<file path="config.mk">
export PLATFORM = sky130hd
export DESIGN_NAME = tfw_regs
export DESIGN_NICKNAME = d
export VERILOG_FILES = /design/src/hdl/tfw_pkg.sv /design/src/hdl/tfw_regs.sv
export SDC_FILE = /design/constraint.sdc
export NUM_CORES = 1
export LEC_CHECK = 0
export BUFFER_PORTS_ARGS = -buffer_cell sky130_fd_sc_hd__buf_2
export CAP_MARGIN = 15
export CORE_MARGIN = 3
export CORE_UTILIZATION = 39
export CTS_CLUSTER_DIAMETER = 80
export DETAILED_ROUTE_END_ITERATION = 8
export PLACE_DENSITY = 0.57
export SETUP_SLACK_MARGIN = 0.4
export SYNTH_ARGS = -nofsm -noshare
export SYNTH_HDL_FRONTEND = slang
export SYNTH_SLANG_ARGS = --single-unit
</file>
<file path="constraint.sdc">
create_clock -name MCLK_I -period 8.25 [get_ports MCLK_I]
set_input_delay 0.825 -clock MCLK_I [delete_from_list [all_inputs] [get_ports MCLK_I]]
set_output_delay 0.825 -clock MCLK_I [all_outputs]
set_load 0.1 [all_outputs]
</file>
<file path="src/hdl/tfw_pkg.sv">
// constants and types for the tunable filter write-group register bank
package tfw_pkg;
  // ==========================================================
  // bus and register geometry
  localparam int unsigned ADDR_W = 15;
  localparam int unsigned DATA_W = 8;
  localparam int unsigned NUM_SLOTS = 4;
  localparam int unsigned NUM_BANDS = 4;
  localparam int unsigned PTR_W = 7;

  // ==========================================================
  // register offsets
  localparam logic [14:0] ADDR_PTR = 15'h010;
  localparam logic [14:0] ADDR_SEQ_STATE = 15'h014;
  localparam logic [14:0] ADDR_G2_SW = 15'h024;
  localparam logic [14:0] ADDR_G2_FLT = 15'h025;
  localparam logic [14:0] ADDR_G3_SW = 15'h026;
  localparam logic [14:0] ADDR_G3_FLT = 15'h027;
  localparam logic [14:0] ADDR_G4_SW = 15'h028;
  localparam logic [14:0] ADDR_G4_FLT = 15'h029;
  localparam logic [14:0] ADDR_E0_SW = 15'h100;
  localparam logic [14:0] ADDR_E0_FLT = 15'h101;

  // ==========================================================
  // field positions and codes
  localparam int unsigned PTR_LOAD_BIT = 7;
  localparam logic [2:0] POS_BYPASS = 3'h0;
  localparam logic [2:0] POS_BAND4 = 3'h4;
  localparam logic [1:0] SLOT_ENTRY0 = 2'h3;

  // ==========================================================
  // reset values
  localparam logic [7:0] RST_REG = 8'h00;
  localparam logic [6:0] RST_PTR = 7'h00;
  localparam logic [3:0] RST_STATE = 4'h0;

  // switch register layout
  typedef struct packed {
    logic in_apply;
    logic out_apply;
    logic [2:0] in_pos;
    logic [2:0] out_pos;
  } tfw_sw_t;

  // filter register layout
  typedef struct packed {
    logic [3:0] highpass;
    logic [3:0] lowpass;
  } tfw_flt_t;

  // register bus request
  typedef struct packed {
    logic wr;
    logic rd;
    logic [14:0] addr;
    logic [7:0] wdata;
  } tfw_req_t;
endpackage

</file>
<file path="src/hdl/tfw_regs.sv">
// write-group and table-entry register bank with band switch outputs
`timescale 1ns/10ps
`default_nettype none
module tfw_regs
  import tfw_pkg::*;
(
  input wire logic MCLK_I, // 25 MHz clock
  input wire logic RESET_I, // synchronous reset, active high
  input wire logic WR_I, // register write strobe
  input wire logic RD_I, // register read strobe
  input wire logic [14:0] ADDR_I, // register address
  input wire logic [7:0] WDATA_I, // write data
  output logic [7:0] RDATA_O, // read data, registered
  output logic RVALID_O, // read data valid pulse
  output logic [2:0] IN_SWITCH_O, // input band switch position
  output logic [2:0] OUT_SWITCH_O, // output band switch position
  output logic [15:0] HIGHPASS_O, // high-pass states, band n at [4n-1:4n-4]
  output logic [15:0] LOWPASS_O, // low-pass states, band n at [4n-1:4n-4]
  output logic [6:0] SEQ_POINTER_O // sequencer pointer
);

  // ==========================================================
  // decode helpers
  // slot index of a switch or filter address, valid flag in bit 2
  function automatic logic [2:0] slot_of(input logic [14:0] a);
    unique case (a)
      ADDR_G2_SW, ADDR_G2_FLT: slot_of = 3'h4;
      ADDR_G3_SW, ADDR_G3_FLT: slot_of = 3'h5;
      ADDR_G4_SW, ADDR_G4_FLT: slot_of = 3'h6;
      ADDR_E0_SW, ADDR_E0_FLT: slot_of = 3'h7;
      // anything else has no slot: apart from the pointer and state registers, writes dropped, reads zero
      default: slot_of = 3'h0;
    endcase
  endfunction

  // a defined band code, bypass excluded
  function automatic logic is_band(input logic [2:0] p);
    is_band = (p != POS_BYPASS) && (p <= POS_BAND4);
  endfunction

  // a defined switch code, bypass included; others are left alone
  function automatic logic is_pos(input logic [2:0] p);
    is_pos = (p <= POS_BAND4);
  endfunction

  // band index of a defined band code, band one at index zero
  function automatic logic [1:0] band_idx(input logic [2:0] p);
    band_idx = 2'(p - 3'h1);
  endfunction

  // pointer register address, decoded for write, load and read
  function automatic logic is_ptr(input logic [14:0] a);
    is_ptr = (a == ADDR_PTR);
  endfunction

  // ==========================================================
  // state
  // per-slot register contents
  tfw_sw_t sw_ff [NUM_SLOTS];
  tfw_flt_t flt_ff [NUM_SLOTS];
  tfw_sw_t nxt_sw [NUM_SLOTS];
  tfw_flt_t nxt_flt [NUM_SLOTS];
  // per-band filter states
  logic [3:0] hp_ff [NUM_BANDS];
  logic [3:0] lp_ff [NUM_BANDS];
  logic [3:0] nxt_hp [NUM_BANDS];
  logic [3:0] nxt_lp [NUM_BANDS];
  // switch positions and pointers
  logic [2:0] in_sw_ff;
  logic [2:0] nxt_in_sw;
  logic [2:0] out_sw_ff;
  logic [2:0] nxt_out_sw;
  logic [6:0] ptr_ff;
  logic [6:0] nxt_ptr;
  logic [6:0] seq_ff;
  logic [6:0] nxt_seq;
  // read port
  logic [7:0] rdata_ff;
  logic [7:0] nxt_rdata;
  logic rvalid_ff;
  logic nxt_rvalid;
  // request decode
  tfw_req_t req;
  logic [2:0] slot_code;
  logic [1:0] slot;
  logic hit;
  logic is_flt;

  // request bundle and slot decode
  assign req = '{wr: WR_I, rd: RD_I, addr: ADDR_I, wdata: WDATA_I};
  assign slot_code = slot_of(req.addr);
  assign hit = slot_code[2];
  assign slot = slot_code[1:0];
  assign is_flt = req.addr[0];

  // ==========================================================
  // write decode, shared by storage and application
  logic sw_write;
  logic flt_write;
  logic ptr_write;

  // each strobe is decoded once so both users agree
  assign sw_write = req.wr && hit && !is_flt;
  assign flt_write = req.wr && hit && is_flt;
  assign ptr_write = req.wr && is_ptr(req.addr);

  // ==========================================================
  // register storage next state
  always_comb begin
    for (int i = 0; i < NUM_SLOTS; i++) begin
      nxt_sw[i] = sw_ff[i];
      nxt_flt[i] = flt_ff[i];
    end
    nxt_ptr = ptr_ff;
    // undefined position codes are stored as written
    if (sw_write) begin
      nxt_sw[slot] = tfw_sw_t'(req.wdata);
    end
    if (flt_write) begin
      nxt_flt[slot] = tfw_flt_t'(req.wdata);
    end
    // load bit is not stored, so it always reads back zero
    if (ptr_write) begin
      nxt_ptr = req.wdata[6:0];
    end
  end

  // register storage flops
  // reset clears every field to zero, meaning bypass
  always_ff @(posedge MCLK_I) begin
    if (RESET_I) begin
      for (int i = 0; i < NUM_SLOTS; i++) begin
        sw_ff[i] <= tfw_sw_t'(RST_REG);
        flt_ff[i] <= tfw_flt_t'(RST_REG);
      end
      ptr_ff <= RST_PTR;
    end else begin
      for (int i = 0; i < NUM_SLOTS; i++) begin
        sw_ff[i] <= nxt_sw[i];
        flt_ff[i] <= nxt_flt[i];
      end
      ptr_ff <= nxt_ptr;
    end
  end

  // ==========================================================
  // switch and filter state application
  tfw_sw_t app_sw;
  tfw_flt_t app_flt;
  logic app_sw_en;
  logic app_flt_en;
  logic load_seq;

  // which register contents act on the hardware this cycle
  // a filter write steers by the stored positions, apply bits or not
  always_comb begin
    load_seq = ptr_write && req.wdata[PTR_LOAD_BIT];
    app_sw = tfw_sw_t'(req.wdata);
    app_flt = tfw_flt_t'(req.wdata);
    app_sw_en = sw_write;
    app_flt_en = 1'b0;
    if (flt_write) begin
      // band choice comes from the same group's switch register
      app_sw = nxt_sw[slot];
      app_flt_en = 1'b1;
    end
    if (load_seq && req.wdata[6:0] == RST_PTR) begin
      // sequencer landing on entry zero applies that entry
      app_sw = sw_ff[SLOT_ENTRY0];
      app_flt = flt_ff[SLOT_ENTRY0];
      app_sw_en = 1'b1;
      app_flt_en = 1'b1;
    end
  end

  // next switch positions and per-band states
  always_comb begin
    nxt_in_sw = in_sw_ff;
    nxt_out_sw = out_sw_ff;
    for (int b = 0; b < NUM_BANDS; b++) begin
      nxt_hp[b] = hp_ff[b];
      nxt_lp[b] = lp_ff[b];
    end
    // undefined codes leave a switch where it was
    if (app_sw_en && app_sw.in_apply && is_pos(app_sw.in_pos)) begin
      nxt_in_sw = app_sw.in_pos;
    end
    if (app_sw_en && app_sw.out_apply && is_pos(app_sw.out_pos)) begin
      nxt_out_sw = app_sw.out_pos;
    end
    // bypass and undefined codes change no band state
    if (app_flt_en && is_band(app_sw.in_pos)) begin
      nxt_hp[band_idx(app_sw.in_pos)] = app_flt.highpass;
    end
    if (app_flt_en && is_band(app_sw.out_pos)) begin
      nxt_lp[band_idx(app_sw.out_pos)] = app_flt.lowpass;
    end
  end

  // switch and band state flops
  // reset leaves both switches in bypass
  always_ff @(posedge MCLK_I) begin
    if (RESET_I) begin
      in_sw_ff <= POS_BYPASS;
      out_sw_ff <= POS_BYPASS;
      for (int b = 0; b < NUM_BANDS; b++) begin
        hp_ff[b] <= RST_STATE;
        lp_ff[b] <= RST_STATE;
      end
    end else begin
      in_sw_ff <= nxt_in_sw;
      out_sw_ff <= nxt_out_sw;
      for (int b = 0; b < NUM_BANDS; b++) begin
        hp_ff[b] <= nxt_hp[b];
        lp_ff[b] <= nxt_lp[b];
      end
    end
  end

  // ==========================================================
  // sequencer pointer
  // any value loads; only pointer zero has a table entry here
  always_comb begin
    nxt_seq = seq_ff;
    if (load_seq) begin
      nxt_seq = req.wdata[6:0];
    end
  end

  // sequencer pointer flop
  always_ff @(posedge MCLK_I) begin
    if (RESET_I) begin
      seq_ff <= RST_PTR;
    end else begin
      seq_ff <= nxt_seq;
    end
  end

  // ==========================================================
  // read path
  always_comb begin
    nxt_rvalid = req.rd;
    nxt_rdata = rdata_ff;
    // read data holds between reads; unmapped addresses read zero
    if (req.rd) begin
      nxt_rdata = RST_REG;
      if (hit && !is_flt) begin
        nxt_rdata = 8'(sw_ff[slot]);
      end else if (hit) begin
        nxt_rdata = 8'(flt_ff[slot]);
      end else if (is_ptr(req.addr)) begin
        nxt_rdata = {1'b0, ptr_ff}; // load bit reads zero
      end else if (req.addr == ADDR_SEQ_STATE) begin
        nxt_rdata = {1'b0, seq_ff};
      end
    end
  end

  // read data flops
  always_ff @(posedge MCLK_I) begin
    if (RESET_I) begin
      rdata_ff <= RST_REG;
      rvalid_ff <= 1'b0;
    end else begin
      rdata_ff <= nxt_rdata;
      rvalid_ff <= nxt_rvalid;
    end
  end

  // ==========================================================
  // outputs, one nibble per band
  for (genvar b = 0; b < NUM_BANDS; b++) begin : g_band
    assign HIGHPASS_O[4*b +: 4] = hp_ff[b];
    assign LOWPASS_O[4*b +: 4] = lp_ff[b];
  end

  // switch positions
  assign IN_SWITCH_O = in_sw_ff;
  assign OUT_SWITCH_O = out_sw_ff;

  // sequencer pointer
  assign SEQ_POINTER_O = seq_ff;

  // read port
  assign RDATA_O = rdata_ff;
  assign RVALID_O = rvalid_ff;

endmodule
`default_nettype wire

</file>
Word level (Yosys, flattened, before mapping)
Memory sizes are Yosys's and may differ from the RTL's. Cells that the tools add are included.

Register bits after elaboration: 29. Memory bits (writable): 96. Input port bits: 27. Word-level logic and storage cells: 122. Memories: 4.

Memories: flt_ff (depth 4, width 8, read ports 5, clocked after memory_dff 0, wr ports 4, line tfw_regs.sv:60) `tfw_flt_t flt_ff [NUM_SLOTS];`; sw_ff (depth 4, width 8, read ports 5, clocked after memory_dff 0, wr ports 4, line tfw_regs.sv:59) `tfw_sw_t sw_ff [NUM_SLOTS];`; hp_ff (depth 4, width 4, read ports 4, clocked after memory_dff 0, wr ports 4, line tfw_regs.sv:64) `logic [3:0] hp_ff [NUM_BANDS];`; lp_ff (depth 4, width 4, read ports 4, clocked after memory_dff 0, wr ports 4, line tfw_regs.sv:65) `logic [3:0] lp_ff [NUM_BANDS];`.

Add/subtract/negate cells: 2. Order comparisons: 8. Equal/unequal tests: 10. Mux-type cells: 47. Bitwise gates (word level): 19. Reductions and logical operators: 26.

Operators with widths (number): $mux 8 (16); $eq 15x6->1 const B (6); $bwmux 32 (2); $mux 32 (2); $mux 4 (10); $bwmux 16 (2); $mux 16 (2); $eq 15x5->1 const B (2); $eq 15x9->1 const B (2); $logic_and 1x1->1 (18); $bmux 8 s2 (1); $demux 4 s2 (2); $demux 8 s2 (1); $or 1x1->1 (16); $mux 7 (2); $pmux 3 s4 (1); $ge 3x3->1 const B (3); $lt 3x1->1 const B (3); $not 2->3 (3); $reduce_or 2->1 (4); $logic_not 7->1 (1); $le 3x3->1 const B (2); $mux 1 (6); $reduce_bool 3->1 (2); other kinds (2) (3).

Depth between registers and ports, before layout
Gate-level depths: netlist of the first run.

Depth after elaboration: 24. Mapped depth: 14. Mapped depth without buffers: 11.

Worst setup path after synthesis of the first run
OpenSTA, ideal clock, no wires.

Path kind: input to register. From: in ADDR_I[7]. To: mem hp_ff[1][0]. Setup time: 0.122 ns. Arrival time: 3.762 ns. Setup slack: 4.365 ns. Stages on the path: 12. Cell sequence: or3_4 -> nor3_2 -> o211ai_1 -> a2111oi_0 -> nor2_1 -> or3_1 -> ha_1 -> o21ai_1 -> nor3_1 -> or3b_1 -> buf_2 -> mux2i_1.

RTL lines: start, declared (line tfw_regs.sv:11) `input wire logic [14:0] ADDR_I,`; end, declared (line tfw_regs.sv:64).

==> results of run 1 <==
-- cell type report --
class	instances	area, um2
clock buffers	17	425.4
clock inverters	15	232.7
fillers	1498	7974
inverters	3	11.26
multi-input cells	549	3388
flip-flops and latches	125	2502
well taps	188	235.2
repair buffers	84	432.9
-- logic make-up after synthesis --
logic type	Yosys count	share of synthesized area, %
fa+ha+maj	2	0.4116
compound gates	175	20.26
simple gates	318	26.18
flops	125	41.17
buf+inv	47	3.088
mux	54	8.893
-- state kept, by name (all words and copies together), names as in the netlist --
name / flops
IN_SWITCH_O: 3
OUT_SWITCH_O: 3
RDATA_O: 8
RVALID_O: 1
SEQ_POINTER_O: 7
flt_ff: 32
hp_ff: 16
lp_ff: 16
ptr_ff: 7
sw_ff: 32
-- synthesized netlist by cell type, drive strengths merged, types with 5 or more instances --
cell    count  area (um2)
nand2     130       488.0
dfxtp     125        2502
a21oi      81       405.4
nor2       67       254.0
mux2i      54       540.5
clkbuf     37       138.9
nor3       28       170.2
nand2b     23       143.9
a22oi      12       95.09
nor4       11       128.9
o21ai      11       66.32
nand3      10       50.05
a221oi      9       96.35
a211oi      8       80.08
a221o       7       70.07
and3        7       48.80
buf         7       37.54
a311oi      6       52.55
and2        6       37.54
or3         6       42.54
a31oi       5       37.53
nand4       5       31.28
o211ai      5       42.54
o21a        5       37.54
-- per-layer routing --
metal / wire [um] / up-vias / GRT usage, %
met5: 0 / - / 0
met4: 473 / 0 / 8.711
met3: 1446 / 35 / 5.122
met2: 9014 / 230 / 36.09
met1: 8453 / 2680 / 30.70
li1: - / 2724 / -
-- power by group through the flow --
| stage | logic [mW] | registers [mW] | clock network, mW |
|---|---|---|---|
| floorplan | 0.0457 | 0.633 | 0 |
| global placement | 0.0881 | 0.620 | 0 |
| detailed placement | 0.0887 | 0.620 | 0 |
| CTS | 0.0891 | 0.606 | 0.845 |
| global route | 0.0970 | 0.606 | 0.870 |
| finish | 0.0899 | 0.606 | 0.835 |
-- path summary, 6_finish.rpt --
path,cells after the start,from,endpoint,slack (ns)
worst min-delay path,2,flt_ff[2][5],flt_ff[2][5],0.46
worst min register to register,2,flt_ff[2][5],flt_ff[2][5],0.46
worst max register to register,10,sw_ff[3][4],hp_ff[1][0],4.92
worst max-delay path,12,ADDR_I[4],hp_ff[1][0],3.83
-- layout by cell type (no fill, tap or decap), types with 8 or more instances in the layout --
cell / count
a21oi_1: 81
a221oi_1: 8
a22oi_1: 11
buf_2: 79
clkbuf_16: 17
dfxtp_1: 125
mux2i_1: 54
nand2_1: 130
nand2b_1: 23
nand3_1: 10
nor2_1: 66
nor3_1: 22
o21ai_0: 8
-- through the flow --
| step | hold WS (ns) | total power [mW] | area, um2 | std cells | util (%) |
|---|---|---|---|---|---|
| floorplan | 0.4273 | 0.6792 | 6078 | 721 | - |
| global placement | 0.4381 | 0.7078 | 6563 | 948 | 43.17 |
| detailed placement | 0.4477 | 0.7085 | 6563 | 948 | 43.17 |
| CTS | 0.4556 | 1.541 | 7221 | 980 | 47.50 |
| global route | 0.4660 | 1.573 | 7228 | 981 | 47.55 |
| finish | 0.4560 | 1.531 | 7228 | 981 | 47.55 |
-- critical path: cells and delay by family --
family	cells	cell delay (ns)
fa+ha+maj	1	0.30
buf+inv	1	0.14
compound gates	4	1.63
simple gates	5	1.66
mux	1	0.16
==> key figures, run 1 <==
Power
  – Comb pwr share: about 5.9%
  – Sw Ratio: 23.68%
  – Leakage power: ~2.7 nW
  – Reg power frac: 39.6%
  – Clock group share of total power: a little over half
  – Internal Power: about 1.2 mW
  – Worst vdd ir: 0.0001470 V
  – Net switching power: between 0.3 and 0.4 mW
  – Pwr Density: ~210 nW/um2

Yosys
  – Prevailing post-synth register cell: dfxtp_1
  – Syn avg cell area: roughly 8.4 um2
  – Syn Inst Count: between 700 and 800
  – Seq/Total Area, Yosys: between 40% and 50%
  – Synth Register Bits: between 100 and 150
  – Ys async rst share: 0%
  – EDFF count, synth: 0
  – Synth cell types: 67
  – Syn nets: 750
  – Post-Syn Area: a little over 6000 um2
  – Yosys warnings: 0

Routing
  – WL/cell: 19.76 um
  – Via-to-Cell Ratio: between 5 and 6
  – First-pass DRT Iterations: 5
  – Via Count: 5669
  – DRC Markers: 0
  – Initial DRC count: 401
  – DRT antenna net count: 0
  – Post-Route WL: between 15000 and 20000 um

Timing
  – Max-slew violation count: 0
  – Hold Vio Cnt, Final: 0
  – Final min period: about 4.4 ns
  – Clk_skew: about 0.0094 ns
  – Achievable frequency: around 230 MHz
  – Tcrit/Tclk final: about 54%
  – Setup violators final: 0
  – Final worst slack: ~3.8 ns
  – Final setup TNS: 0 ns
  – Slew @ Worst Pin: just under 1 ns
  – Worst slew margin: 33.41%
  – RSZ-0062 raised after global routing: false

Worst setup path
  – CP peak stage delay: 0.93 ns
  – CP Class: input pin to flop
  – Required time of the worst setup path: between 8 and 9 ns
  – Data arrival time of the worst path: 4.72 ns
  – Crit. End Element: flop
  – CP Cell Sequence: buf_2 -> nor4_4 -> o211ai_2 -> a21o_1 -> a2111oi_0 -> nor2_1 -> or3_1 -> ha_1 -> o21ai_1 -> nor3_1 -> or3b_1 -> mux2i_1
  – Crit path launch type: input pin
  – CP max-delay cell: a2111oi_0
  – CP Max Fanout: 14

Placed design
  – Gpl congestion: roughly 0.9
  – I/O Buffers: 80
  – Final HPWL DP: roughly 14000 um
  – Setup WS pre-CTS: roughly 3.4 ns

GRT
  – Total GRT Usage: between 20% and 30%
  – Pin count of the biggest net entering global routing: 81
  – Initial antenna violation count: 0
  – Global-route wire length before repair: between 20000 and 30000 um
  – Overflow after GRT: 0
  – Vias in the first global route: between 5000 and 6000

Finish
  – Antenna Cells: 0
  – Final Net Count: between 800 and 900
  – Share of cells above drive strength 1: between 15 and 20%
  – Area growth syn-to-layout: 18.92%

Floorplanning
  – Chip Width: about 130 um
  – # IOs: between 80 and 90
  – Chip height: roughly 130 um
  – Initial Util: between 30% and 40%
  – Die area: ~17000 um2
  – Core area: roughly 15000 um2
  – Cell row count: 45

Hold path
  – Hold Crit Class: flop to flop

Clocking
  – TritonCTS Buffers: 17
  – Clock edge transition at the registers on the reported setup and hold paths: ~0.06 ns
  – Hold_buf cts: 0
  – Post-CTS Resized: 0
  – Clock Latency Late Sink: between 0.4 and 0.5 ns
  – H-tree depth: 4
  – Post-CTS Setup Repair Bufs: 0
  – Clock Path Buffers: 2
  – Clk sinks: between 100 and 150
  – CTS tree: done
  – Root Driver: clkbuf_16

Flow run
  – Max-cap violation count: 0

Run status
  – Status: complete, no violations
Power figures use the tool's default switching activity.
==> run 2: changes to the inputs <==
==> constraint.sdc (replaced) <==
create_clock -name MCLK_I -period 4.4 [get_ports MCLK_I]
set_input_delay 0.44 -clock MCLK_I [delete_from_list [all_inputs] [get_ports MCLK_I]]
set_output_delay 0.44 -clock MCLK_I [all_outputs]
set_load 0.1 [all_outputs]
==> run 2 against run 1 <==
Net effect:
- die area unchanged
- sequential share of layout area down 0.27 points
- final cell count up 1.2%
- hold slack worse by 0.032 ns
- clock skew down 0.0023 ns
- setup slack worse by 3.0 ns
- register-to-register slack worse by 3.6 ns
- first-iteration DRC count up 37%
- highest routed layer unchanged
==> key figures, run 2 (synthesized netlist as in run 1, its figures left out) <==
Routing
  – Via Count: 5795
  – WL/cell: 20.19 um
  – First-pass DRT Iterations: 6
  – Via-to-Cell Ratio: 5.836
  – DRT antenna net count: 0
  – DRC Markers: 0
  – Post-Route WL: between 20000 and 25000 um
  – Initial DRC count: roughly 550

Clocking
  – Root Driver: clkbuf_16
  – Clock Latency Late Sink: about 0.43 ns
  – CTS tree: done
  – Post-CTS Setup Repair Bufs: 0
  – Hold_buf cts: 0
  – Post-CTS Resized: 0
  – Clock edge transition at the registers on the reported setup and hold paths: ~0.06 ns
  – Clock Path Buffers: 2
  – TritonCTS Buffers: 17
  – Clk sinks: ~130
  – H-tree depth: 4

GRT
  – Global-route wire length before repair: ~30000 um
  – Pin count of the biggest net entering global routing: 83
  – Total GRT Usage: between 20% and 30%
  – Vias in the first global route: 5408
  – Initial antenna violation count: 0
  – Overflow after GRT: 0

Worst setup path
  – Critical path's top delay family: simple AND/OR/NAND/NOR gates
  – Required time of the worst setup path: between 4 and 5 ns
  – CP peak stage delay: roughly 0.50 ns
  – R2R Setup Slk: between 1 and 1.5 ns
  – CP max-delay cell: a2111oi_0
  – CP Class: input pin to flop
  – Crit. End Element: flop
  – CP Cell Sequence: buf_2 -> or3_4 -> nor3_2 -> o211ai_1 -> a2111oi_0 -> buf_4 -> nor2_1 -> or3_1 -> ha_1 -> o21ai_1 -> nor3_1 -> or3b_1 -> mux2i_1
  – Critical path buffers and inverters: 2
  – CP Max Fanout: 7
  – Data arrival time of the worst path: approximately 3.9 ns
  – Crit path launch type: input pin

Finish
  – Commonest non-fill, non-tap cell in the layout: nand2_1
  – Biggest regs: flt_ff (32), sw_ff (32)
  – Multi-input gate area: ~3400 um2
  – Area growth syn-to-layout: 19.84%
  – Design Area, Final: around 7300 um2
  – Final Net Count: 821
  – Most frequent cells in the layout: nand2_1, dfxtp_1, a21oi_1
  – Fillers: around 1500
  – Antenna Cells: 0
  – Share of cells above drive strength 1: between 10% and 20%
  – Sequential Area: around 2500 um2

Placed design
  – Final HPWL DP: around 14000 um
  – Cell Area, Placed: between 6000 and 7000 um2
  – Gpl congestion: ~0.92
  – I/O Buffers: 80
  – Setup WS pre-CTS: 0.3908 ns

Flow run
  – Max-cap violation count: 0

Floorplanning
  – Core area: 15200 um2
  – Initial Util: between 30% and 40%
  – Chip height: ~130 um
  – Cell row count: between 40 and 50
  – Chip Width: about 130 um
  – Die area: between 15000 and 20000 um2
  – # IOs: just over 80

Timing
  – Tcrit/Tclk final: 81.97%
  – Setup violators final: 0
  – Slew @ Worst Pin: 0.9811 ns
  – Worst slew margin: 34.35%
  – Max-slew violation count: 0
  – Final worst slack: about 0.79 ns
  – Hold Vio Cnt, Final: 0
  – Final setup TNS: 0 ns
  – Clk_skew: roughly 0.007 ns
  – Achievable frequency: approximately 280 MHz
  – RSZ-0062 raised after global routing: false
  – Final min period: 3.607 ns

Hold path
  – Hold Crit Class: input pin to flop

Power
  – Internal Power: between 2 and 2.5 mW
  – Net switching power: between 0.6 and 0.7 mW
  – Worst vdd ir: between 0.0002 and 0.0003 V
  – Clock group share of total power: between 50% and 60%
  – Pwr Density: approximately 380 nW/um2
  – Sw Ratio: between 20% and 30%
  – Power consumption: 2.786 mW
  – Leakage power: 2.787 nW
  – Reg power frac: roughly two fifths
  – Comb pwr share: 6.1%

Run status
  – Status: complete, no violations
==> run 2: worst paths after layout <==
| path | from | end | cells after the start |
|---|---|---|---|
| max | ADDR_I[7] | hp_ff[1][1] | 13 |
| min reg2reg | flt_ff[0][3] | flt_ff[0][3] | 2 |
| min | RD_I | RVALID_O | 2 |
| max reg2reg | sw_ff[3][4] | hp_ff[1][1] | 11 |
==> run 2: cell type report <==
| type | instances | area share, % |
|---|---|---|
| Clock inverter | 14 | 2.491 |
| Sequential cell | 125 | 34.35 |
| Multi-Input combinational cell | 549 | 46.51 |
| Clock buffer | 18 | 6.029 |
| Tap cell | 188 | 3.229 |
| Timing Repair Buffer | 96 | 7.231 |
| Inverter | 3 | 0.1546 |
==> run 2: power by group through the flow <==
stage               Clock, mW  Sequential, mW  Combinational [mW]
floorplan                   0            1.19              0.0858
global placement            0            1.16               0.167
detailed placement          0            1.16               0.168
CTS                      1.50            1.14               0.168
global route             1.55            1.14               0.181
finish                   1.48            1.14               0.170
==> run 2: routing by layer <==
metal | part of all wire, % | global-route usage (%)
met1 | 44 | 32.87
met2 | 46 | 37.38
met3 | 7.4 | 4.593
met4 | 2.3 | 9.498
met5 | 0 | 0
==> run 2: stage by stage <==
step	hold WS (ns)	cells	util (%)
floorplan	0.4273	721	-
global placement	0.4388	960	43.76
detailed placement	0.4435	960	43.76
CTS	0.3991	992	47.84
global route	0.4231	993	47.92
finish	0.4244	993	47.92
